$ cat src/pmx_pkg.sv
// constants, field layouts and carrier types for the multipurpose pin signal selector
// assumes a 32-bit avalon-mm slave port and one 40 mhz register clock
// Contract
// four pins, 6-bit selector: 0 ground, 1-3 inputs, 4-6 synced inputs, 7 readback
// trigger one selector: pin register bits 7:3 plus shared bit 3, resets to 1
// trigger two selector: pin register bits 7:3 plus shared bit 4, resets to 2
// keying selector: pin register bits 7:3 plus shared bit 7, resets to 3
// readout selector: pin register bits 7:3 plus shared bit 5, resets to 7
// code 10 outputs lock AND pump monitor good; code 11 digital lock alone
// code 12 outputs pump monitor in range; code 13 pump voltage too high
// code 14 outputs pump voltage below lower threshold
// codes 8, 9 ramp comparators; codes 22, 23 their ramp-domain versions
// code 29 outputs pump gain commanded by the ramp generator
// codes 30, 31 output ramp flag zero and ramp flag one
// codes 36, 37 output phase detector pump up and pump down pulses
// 3-bit drive field per pin: 7 input, 0 tristate; inputs need input state
// software never writes reserved selector codes; device drives ground for them
package pmx_pkg;

  localparam int NUM_PINS = 4;

  // register offsets are word indices; byte address is four times the index
  localparam logic [5:0] IDX_SHARED = 6'h23;
  localparam logic [5:0] IDX_TRIG_ONE = 6'h24;
  localparam logic [5:0] IDX_TRIG_TWO = 6'h25;
  localparam logic [5:0] IDX_KEYING = 6'h26;
  localparam logic [5:0] IDX_READOUT = 6'h27;

  // field layout inside a pin register
  localparam int SEL_LO_MSB = 7;
  localparam int SEL_LO_LSB = 3;
  localparam int DRIVE_MSB = 2;

  // shared register bit carrying each pin's selector msb (pin order as above)
  localparam int SHARED_BIT [NUM_PINS] = '{3, 4, 7, 5};

  // reset values
  localparam logic [7:0] SHARED_RESET = 8'h00;
  localparam logic [2:0] DRIVE_RESET = 3'h0;
  localparam logic [5:0] SEL_RESET [NUM_PINS] = '{6'h01, 6'h02, 6'h03, 6'h07};

  // selector codes
  localparam logic [5:0] SEL_GND = 6'h00;
  localparam logic [5:0] SEL_IN_TRIG_ONE = 6'h01;
  localparam logic [5:0] SEL_IN_TRIG_TWO = 6'h02;
  localparam logic [5:0] SEL_IN_KEYING = 6'h03;
  localparam logic [5:0] SEL_OUT_TRIG_ONE = 6'h04;
  localparam logic [5:0] SEL_OUT_TRIG_TWO = 6'h05;
  localparam logic [5:0] SEL_OUT_KEYING = 6'h06;
  localparam logic [5:0] SEL_READBACK = 6'h07;
  localparam logic [5:0] SEL_CMP_ZERO = 6'h08;
  localparam logic [5:0] SEL_CMP_ONE = 6'h09;
  localparam logic [5:0] SEL_LOCK = 6'h0a;
  localparam logic [5:0] SEL_DIG_LOCK = 6'h0b;
  localparam logic [5:0] SEL_MON_GOOD = 6'h0c;
  localparam logic [5:0] SEL_MON_HIGH = 6'h0d;
  localparam logic [5:0] SEL_MON_LOW = 6'h0e;
  localparam logic [5:0] SEL_CMP_ZERO_EVT = 6'h16;
  localparam logic [5:0] SEL_CMP_ONE_EVT = 6'h17;
  localparam logic [5:0] SEL_PUMP_GAIN = 6'h1d;
  localparam logic [5:0] SEL_FLAG_ZERO = 6'h1e;
  localparam logic [5:0] SEL_FLAG_ONE = 6'h1f;
  localparam logic [5:0] SEL_PUMP_UP = 6'h24;
  localparam logic [5:0] SEL_PUMP_DOWN = 6'h25;

  // pin drive states
  typedef enum logic [2:0] {
    DRV_TRISTATE = 3'b000,
    DRV_OPEN_DRAIN = 3'b001,
    DRV_PUSH_PULL = 3'b010,
    DRV_RESERVED = 3'b011,
    DRV_GND = 3'b100,
    DRV_INV_OPEN_DRAIN = 3'b101,
    DRV_INV_PUSH_PULL = 3'b110,
    DRV_INPUT = 3'b111
  } pmx_drive_t;

  // avalon response codes
  localparam logic [1:0] RESP_OKAY = 2'h0;
  localparam logic [1:0] RESP_SLVERR = 2'h2;

  // internal signals that the pins may carry
  typedef struct packed {
    logic readback_data;
    logic ramp_comparator_zero;
    logic ramp_comparator_one;
    logic digital_lock_indicator;
    logic pump_monitor_good;
    logic pump_monitor_high;
    logic pump_monitor_low;
    logic ramp_compare_zero_event;
    logic ramp_compare_one_event;
    logic pump_gain_setting;
    logic ramp_flag_zero;
    logic ramp_flag_one;
    logic pump_up_pulse;
    logic pump_down_pulse;
  } pmx_src_t;

  // one pin's registered drive
  typedef struct packed {
    logic oe;
    logic out;
  } pmx_pin_t;

endpackage

$ cat src/pmx_top.sv
// register file and signal selector for the four multipurpose pins
// assumes source signals are already on REF_CLK; pin levels arrive asynchronously
//
// Implementation choice: the Avalon-MM slave port.
`timescale 1ns/10ps
module pmx_top
  import pmx_pkg::*;
(
  // clock and reset
  input wire logic REF_CLK,
  input wire logic RST_B,
  // avalon-mm slave
  input wire logic [7:0] AVS_ADDRESS,
  input wire logic AVS_READ,
  input wire logic AVS_WRITE,
  input wire logic [31:0] AVS_WRITEDATA,
  input wire logic [3:0] AVS_BYTEENABLE,
  output logic [31:0] AVS_READDATA,
  output logic [1:0] AVS_RESPONSE,
  output logic AVS_WAITREQUEST,
  // internal sources
  input wire pmx_src_t SRC,
  // pins: 0 trigger one, 1 trigger two, 2 keying, 3 readout
  input wire logic [NUM_PINS-1:0] PIN_IN,
  output logic [NUM_PINS-1:0] PIN_OUT,
  output logic [NUM_PINS-1:0] PIN_OE,
  // synchronized input functions toward the ramp logic
  output logic TRIGGER_ONE_IN,
  output logic TRIGGER_TWO_IN,
  output logic KEYING_IN
);

  // reset synchroniser
  logic rst_meta_n;
  logic rst_n;
  logic next_rst_meta_n;
  logic next_rst_n;

  // pin synchroniser
  logic [NUM_PINS-1:0] pin_meta;
  logic [NUM_PINS-1:0] pin_sync;
  logic [NUM_PINS-1:0] next_pin_meta;
  logic [NUM_PINS-1:0] next_pin_sync;

  // bus state
  logic waitreq;
  logic next_waitreq;
  logic [31:0] rdata;
  logic [31:0] next_rdata;
  logic [1:0] resp;
  logic [1:0] next_resp;

  // register state
  logic [7:0] shared_select_upper_bits;
  logic [7:0] next_shared;
  logic [7:0] pin_cfg [NUM_PINS];
  logic [7:0] next_pin_cfg [NUM_PINS];

  // input functions
  logic [2:0] trig_in;
  logic [2:0] next_trig_in;

  // selector and drive state per pin; pin_q holds each pin's registered drive
  logic [5:0] sel [NUM_PINS];
  pmx_drive_t drive [NUM_PINS];
  pmx_pin_t pin_q [NUM_PINS];
  pmx_pin_t next_pin [NUM_PINS];

  // reset released through two flops so every flop leaves reset on the same edge
  always_comb begin
    next_rst_meta_n = 1'b1;
    next_rst_n = rst_meta_n;
  end

  always_ff @(posedge REF_CLK or negedge RST_B) begin
    if (!RST_B) begin
      rst_meta_n <= 1'b0;
      rst_n <= 1'b0;
    end else begin
      rst_meta_n <= next_rst_meta_n;
      rst_n <= next_rst_n;
    end
  end

  // pin levels are asynchronous to REF_CLK; only the second flop is read beyond here
  always_comb begin
    next_pin_meta = PIN_IN;
    next_pin_sync = pin_meta;
  end

  always_ff @(posedge REF_CLK or negedge rst_n) begin
    if (!rst_n) begin
      pin_meta <= '0;
      pin_sync <= '0;
    end else begin
      pin_meta <= next_pin_meta;
      pin_sync <= next_pin_sync;
    end
  end

  // bus: accept a request while waitrequest is high, drop it low for one cycle;
  // writes land on the edge where the master sees waitrequest low
  // read data and response are registered with waitrequest and stand until the next answer
  // a request raised while reset is still leaving is held and answered afterwards
  logic req;
  logic hit;
  logic [5:0] idx;
  logic wr_commit;

  always_comb begin
    req = AVS_READ | AVS_WRITE;
    idx = AVS_ADDRESS[7:2];
    hit = (idx >= IDX_SHARED) && (idx <= IDX_READOUT);
    wr_commit = AVS_WRITE && !waitreq && AVS_BYTEENABLE[0];
    next_waitreq = 1'b1;
    next_rdata = rdata;
    next_resp = resp;
    // every request, mapped or not, gets exactly one wait state
    if (req && waitreq) begin
      next_waitreq = 1'b0;
      next_resp = hit ? RESP_OKAY : RESP_SLVERR;
      // writes and unmapped reads return zero data
      next_rdata = '0;
      if (!AVS_READ) begin
        next_rdata = '0;
      end else if (idx == IDX_SHARED) begin
        next_rdata = {24'h000000, shared_select_upper_bits};
      end else if (idx == IDX_TRIG_ONE) begin
        next_rdata = {24'h000000, pin_cfg[0]};
      end else if (idx == IDX_TRIG_TWO) begin
        next_rdata = {24'h000000, pin_cfg[1]};
      end else if (idx == IDX_KEYING) begin
        next_rdata = {24'h000000, pin_cfg[2]};
      end else if (idx == IDX_READOUT) begin
        next_rdata = {24'h000000, pin_cfg[3]};
      end
    end
  end

  // waitrequest rests high so a new request is never answered without a wait
  always_ff @(posedge REF_CLK or negedge rst_n) begin
    if (!rst_n) begin
      waitreq <= 1'b1;
      rdata <= '0;
      resp <= RESP_OKAY;
    end else begin
      waitreq <= next_waitreq;
      rdata <= next_rdata;
      resp <= next_resp;
    end
  end

  // register writes; unmapped writes are dropped
  // only byte lane 0 carries a register, so a write without it changes nothing
  always_comb begin
    next_shared = shared_select_upper_bits;
    for (int i = 0; i < NUM_PINS; i++) begin
      next_pin_cfg[i] = pin_cfg[i];
    end
    if (wr_commit) begin
      if (idx == IDX_SHARED) begin
        next_shared = AVS_WRITEDATA[7:0];
      end else if (idx == IDX_TRIG_ONE) begin
        next_pin_cfg[0] = AVS_WRITEDATA[7:0];
      end else if (idx == IDX_TRIG_TWO) begin
        next_pin_cfg[1] = AVS_WRITEDATA[7:0];
      end else if (idx == IDX_KEYING) begin
        next_pin_cfg[2] = AVS_WRITEDATA[7:0];
      end else if (idx == IDX_READOUT) begin
        next_pin_cfg[3] = AVS_WRITEDATA[7:0];
      end
    end
  end

  // reset codes split over the pin register and the shared register
  // every reset code is below 32, so all selector msbs in the shared register start at zero
  always_ff @(posedge REF_CLK or negedge rst_n) begin
    if (!rst_n) begin
      shared_select_upper_bits <= SHARED_RESET;
      for (int i = 0; i < NUM_PINS; i++) begin
        pin_cfg[i] <= {SEL_RESET[i][4:0], DRIVE_RESET};
      end
    end else begin
      shared_select_upper_bits <= next_shared;
      for (int i = 0; i < NUM_PINS; i++) begin
        pin_cfg[i] <= next_pin_cfg[i];
      end
    end
  end

  // a pin feeds an input function only in the input drive state
  // pins sharing one input function are ORed; from pin to output is three edges
  always_comb begin
    next_trig_in = '0;
    for (int i = 0; i < NUM_PINS; i++) begin
      if (drive[i] == DRV_INPUT) begin
        if (sel[i] == SEL_IN_TRIG_ONE) begin
          next_trig_in[0] = next_trig_in[0] | pin_sync[i];
        end
        if (sel[i] == SEL_IN_TRIG_TWO) begin
          next_trig_in[1] = next_trig_in[1] | pin_sync[i];
        end
        if (sel[i] == SEL_IN_KEYING) begin
          next_trig_in[2] = next_trig_in[2] | pin_sync[i];
        end
      end
    end
  end

  // registered so the function outputs leave straight from a flop
  always_ff @(posedge REF_CLK or negedge rst_n) begin
    if (!rst_n) begin
      trig_in <= '0;
    end else begin
      trig_in <= next_trig_in;
    end
  end

  // pick the signal a selector code routes out; reserved and unbuilt codes give ground
  // divider, ramp-limit and fastlock taps live outside this block; SRC needs no sync
  function automatic logic route_sig(input logic [5:0] code, input pmx_src_t s,
                                     input logic [2:0] t);
    logic v;
    v = 1'b0;
    case (code)
      SEL_OUT_TRIG_ONE: v = t[0];
      SEL_OUT_TRIG_TWO: v = t[1];
      SEL_OUT_KEYING: v = t[2];
      SEL_READBACK: v = s.readback_data;
      SEL_CMP_ZERO: v = s.ramp_comparator_zero;
      SEL_CMP_ONE: v = s.ramp_comparator_one;
      SEL_LOCK: v = s.digital_lock_indicator & s.pump_monitor_good;
      SEL_DIG_LOCK: v = s.digital_lock_indicator;
      SEL_MON_GOOD: v = s.pump_monitor_good;
      SEL_MON_HIGH: v = s.pump_monitor_high;
      SEL_MON_LOW: v = s.pump_monitor_low;
      SEL_CMP_ZERO_EVT: v = s.ramp_compare_zero_event;
      SEL_CMP_ONE_EVT: v = s.ramp_compare_one_event;
      SEL_PUMP_GAIN: v = s.pump_gain_setting;
      SEL_FLAG_ZERO: v = s.ramp_flag_zero;
      SEL_FLAG_ONE: v = s.ramp_flag_one;
      SEL_PUMP_UP: v = s.pump_up_pulse;
      SEL_PUMP_DOWN: v = s.pump_down_pulse;
      default: v = 1'b0;
    endcase
    return v;
  endfunction

  // per pin: assemble selector, route, then apply the drive state
  for (genvar g = 0; g < NUM_PINS; g++) begin : g_pin
    logic val;

    always_comb begin
      sel[g] = {shared_select_upper_bits[SHARED_BIT[g]],
                pin_cfg[g][SEL_LO_MSB:SEL_LO_LSB]};
      drive[g] = pmx_drive_t'(pin_cfg[g][DRIVE_MSB:0]);
      val = route_sig(sel[g], SRC, trig_in);
      next_pin[g].out = 1'b0;
      next_pin[g].oe = 1'b0;
      case (drive[g])
        DRV_TRISTATE: next_pin[g].oe = 1'b0;
        // open drain only ever pulls low, so the enable carries the inverted value
        DRV_OPEN_DRAIN: next_pin[g].oe = !val;
        DRV_PUSH_PULL: begin
          next_pin[g].oe = 1'b1;
          next_pin[g].out = val;
        end
        DRV_GND: next_pin[g].oe = 1'b1;
        DRV_INV_OPEN_DRAIN: next_pin[g].oe = val;
        DRV_INV_PUSH_PULL: begin
          next_pin[g].oe = 1'b1;
          next_pin[g].out = !val;
        end
        DRV_INPUT: next_pin[g].oe = 1'b0;
        // value 3 is reserved; the pin is left released
        DRV_RESERVED: next_pin[g].oe = 1'b0;
        default: next_pin[g].oe = 1'b0;
      endcase
    end

    // registered so the pin never glitches through the selector decode
    always_ff @(posedge REF_CLK or negedge rst_n) begin
      if (!rst_n) begin
        pin_q[g] <= '0;
      end else begin
        pin_q[g] <= next_pin[g];
      end
    end

    assign PIN_OUT[g] = pin_q[g].out;
    assign PIN_OE[g] = pin_q[g].oe;
  end

  // bus and function outputs come straight from their flops
  assign AVS_WAITREQUEST = waitreq;
  assign AVS_READDATA = rdata;
  assign AVS_RESPONSE = resp;
  assign TRIGGER_ONE_IN = trig_in[0];
  assign TRIGGER_TWO_IN = trig_in[1];
  assign KEYING_IN = trig_in[2];

endmodule

$ cat config.mk
export PLATFORM = sky130hd
export DESIGN_NAME = pmx_top
export DESIGN_NICKNAME = d
export VERILOG_FILES = /design/src/pmx_pkg.sv /design/src/pmx_top.sv
export SDC_FILE = /design/constraint.sdc
export NUM_CORES = 1
export LEC_CHECK = 0
export BUFFER_PORTS_ARGS = -buffer_cell sky130_fd_sc_hd__buf_2
export CAP_MARGIN = 20
export CORE_ASPECT_RATIO = 1.75
export CORE_MARGIN = 2
export CORE_UTILIZATION = 30
export CTS_BUF_LIST = sky130_fd_sc_hd__clkbuf_2
export DETAILED_ROUTE_END_ITERATION = 6
export GPL_TIMING_DRIVEN = 0
export SYNTH_ARGS = -nofsm -noshare
export SYNTH_HDL_FRONTEND = slang
export SYNTH_SLANG_ARGS = --single-unit
$ cat constraint.sdc
create_clock -name REF_CLK -period 2.2 [get_ports REF_CLK]
set_clock_uncertainty 0.05 [all_clocks]
set_input_delay 0.11 -clock REF_CLK [delete_from_list [all_inputs] [get_ports REF_CLK]]
set_output_delay 0.11 -clock REF_CLK [all_outputs]
set_load 0.01 [all_outputs]
==> run summary <==
outcome: finished, final reports clean
combinational family with the most area after synthesis: multiplexers
standby leakage power: 0.00226 uW
XOR/XNOR Fraction of Synth Area: 0.628%
number of maximum-capacitance constraint violations: 0
slew at the pin with the worst max-slew slack: 0.885 ns
number of instances in the synthesized netlist: 376
highest net fanout along the worst path: 6
first-pass GRT wire length: 18600 um
final worst slack: 0.0163 ns
total number of clock tree sinks: 71
Data arrival, critical path: 2.60 ns
Met1 Routed Length: 4350 um
element type at the critical path end: flop
simple logic cell fraction of the synthesized area: 16.4%
IO Port Bufs: 57
Num CTS Buffers: 9
Routed WL: 12000 um
depth of the CTS H-tree: 3
non-filler instance count after layout: 668
Post-Place Cells: 634
adder and majority cell fraction of the synthesized area: 0%
routed length on met3: 735 um
HP Start: AVS_WRITE
highest ir drop seen on vdd: 253 uV
number of max-slew violations in the final report: 0
fraction of layout cells with a size suffix above 1: 38.8%
post-synthesis compound-gate area fraction: 11.5%
post-route clock period utilization: 99.3%
summed instance area of the synthesized netlist: 0.00419 mm^2
highest metal layer with signal wires: met4
placeable core region: 0.0138 mm^2
total power density per cell area: 490 mW/mm^2
clock latency of the later-clocked register in the worst-skew pair: 0.51 ns
cell type contributing the most total cell area after synthesis: dfrtp_1
Total GRT Usage: 16.4%
initial antenna violation count: 1
Placement Cell Area: 0.00479 mm^2
buffer type at the clock tree root: clkbuf_2
Register-to-Register Path Depth: 7
most frequent cell after synthesis: dfrtp_1
Warnings, synthesis: 0
number of remaining DRC errors: 0
Detail Placement HPWL: 9160 um
total setup violations reported at the end of the flow: 0
Worst R2R Start: pin_cfg[27]
share of Yosys cell area claimed by the top area cell type: 37.7%
Max Fclk: 458 MHz
total iterations of the first detailed-routing run: 4
Register-to-Register Setup Slack: 0.02 ns
Setup crit start kind: flop
endpoint required time on the critical path: 2.61 ns
largest net degree at the start of global routing: 70
number of flops mapped to enable cells by yosys: 0
final hold vios: 0
detailed-routed wire length on met2: 6220 um
synth-to-layout area growth: 21.5%
clock transition at the registers of the reported paths: 0.19 ns
clock tree from TritonCTS: built
initial cell density of the core: 30.4%
Rows: 57
height of the die: 160 um
syn avg cell area: 11.1 um^2
main area contributors after synthesis: dfrtp_1 (38%), mux2_2 (11%), mux4_2 (5.4%)
hold worst-path end: AVS_WAITREQUEST
cell area after layout: 0.00508 mm^2
number of cells traversed by the worst hold path: 3
share of synthesized area occupied by flip-flops and latches: 42.7%
routed len/inst: 18.0 um
number of top-level pins: 112
global placer's final weighted congestion: 0.901
path category of the worst min-delay check: in2reg
number of distinct library cell variants in the gate-level netlist after synthesis: 64
Crit Path Category: reg2reg
Clock Path Buffers: 2
mux contribution to synthesized area: 20.8%
worst hold slack: 0.0820 ns
Commonest cells post-synth: dfrtp_1 (63), mux2_2 (42), nand2_1 (28), buf_4 (26), o21ai_0 (21)
worst flop-to-flop path endpoint: PIN_OE[0]
drt via density: 5.19
die width: 93.3 um
total gr overflow: 0
relative max-transition margin: 41.0%
setup repair after global routing missed its margin: yes
post-route minimum period: 2.18 ns
vias in the first global route: 3394
count of routing violations after the opening detailed-route iteration: 290
number of synthesized register bits: 71
final net count: 551
share of the core filled with cells in the final layout: 36.9%
detailed-route via count: 3470
most used flip-flop cell after synthesis: dfrtp_1
Routed Antenna Nets: 0
Synth async-reset ratio: 100%
floorplan die area: 0.0149 mm^2
post-placement worst setup slack: -0.195 ns
-- metal layers --
| layer | vias up | global-route usage, % |
|---|---|---|
| met5 | - | 0 |
| met4 | 0 | 11.3 |
| met3 | 51 | 2.97 |
| met2 | 152 | 27.9 |
| met1 | 1703 | 18.2 |
| li1 | 1564 | - |
-- per-stage QoR --
stage               setup TNS [ns]  total power, uW
floorplan                        0             1720
global placement            -44.72             1870
detailed placement          -0.286             1880
CTS                              0             2510
global route                -0.195             2610
finish                           0             2490
-- worst max-delay path, cell delays in order (launching register included) --
cell and delay, ns:
dfstp_2 0.57, buf_6 0.12, mux2i_1 0.18, nor4b_1 0.07
a311oi_1 0.36, o221ai_2 0.17, or4b_1 0.52, nand3_1 0.11
-- cell usage in the layout (no fill, tap or decap), types with 4 or more instances in the layout --
| master | instances |
|---|---|
| buf_2 | 63 |
| dfrtp_1 | 62 |
| mux2_2 | 42 |
| buf_4 | 29 |
| nand2_1 | 28 |
| conb_1 | 26 |
| o21ai_0 | 21 |
| dlygate4sd3_1 | 18 |
| mux2i_1 | 16 |
| clkbuf_2 | 12 |
| mux4_2 | 10 |
| nor2_1 | 9 |
| a22oi_1 | 9 |
| dfstp_2 | 8 |
| a21oi_1 | 8 |
| inv_1 | 7 |
| nand3b_1 | 7 |
| clkbuf_1 | 7 |
| nand3_1 | 7 |
| nor3_1 | 6 |
| nor3b_1 | 5 |
| nand2b_1 | 5 |
| nor2b_1 | 5 |
| nand4_1 | 5 |
| nor4_1 | 4 |
| o211ai_1 | 4 |
-- power by group --
part	leakage, uW	total (uW)	switching (uW)	internal (uW)
Clock	0.0000568	597	450	147
Combinational	0.00128	432	218	214
Sequential	0.000929	1460	88.1	1370
-- how the worst max path moves through the flow --
stage                     start  cells after the start         endpoint
global placement          rst_n                      0      pin_sync[0]
finish              pin_cfg[27]                      7        PIN_OE[0]
detailed placement   pin_cfg[3]                      7       PIN_OUT[3]
global route        pin_cfg[27]                      7        PIN_OE[0]
CTS                 pin_cfg[27]                      7        PIN_OE[0]
floorplan                 rst_n                      0  AVS_READDATA[0]
-- logic make-up after synthesis --
logic type                after synthesis
xor gates and xnor gates                3
AOI/OAI and AO/OA                      69
and+or+nand+nor                       108
buffers and inverters                  54
muxes                                  69
other                                   2
DFF                                    71
-- timing repair --
item	CTS	global route
hold endpoints to repair	55	0
hold buffers	18	0
gates resized for setup	3	3
setup buffers	1	2
setup endpoints to repair	4	7
pin swaps	2	2
-- cell type report --
class                   count  area [um^2]
inverters                   7         26.3
plain buffers              43          290
fillers                  1410         8680
diodes                      1         2.50
well taps                 177          221
repair buffers             78          488
clock inverters             5         25.0
clock buffers              11         55.1
flip-flops and latches     71         1790
multi-input cells         275         2190
-- flip-flops by register name (all words and copies together), names as in the netlist --
signal,cells
AVS_WAITREQUEST,1
pin_cfg,20
drive,12
next_pin_sync,4
next_rst_n,1
shared_select_upper_bits,8
PIN_OUT,4
PIN_OE,4
AVS_READDATA,8
trig_in,3
AVS_RESPONSE,1
pin_sync,4
rst_n,1
Note: power is estimated with default switching activity, not from simulation.
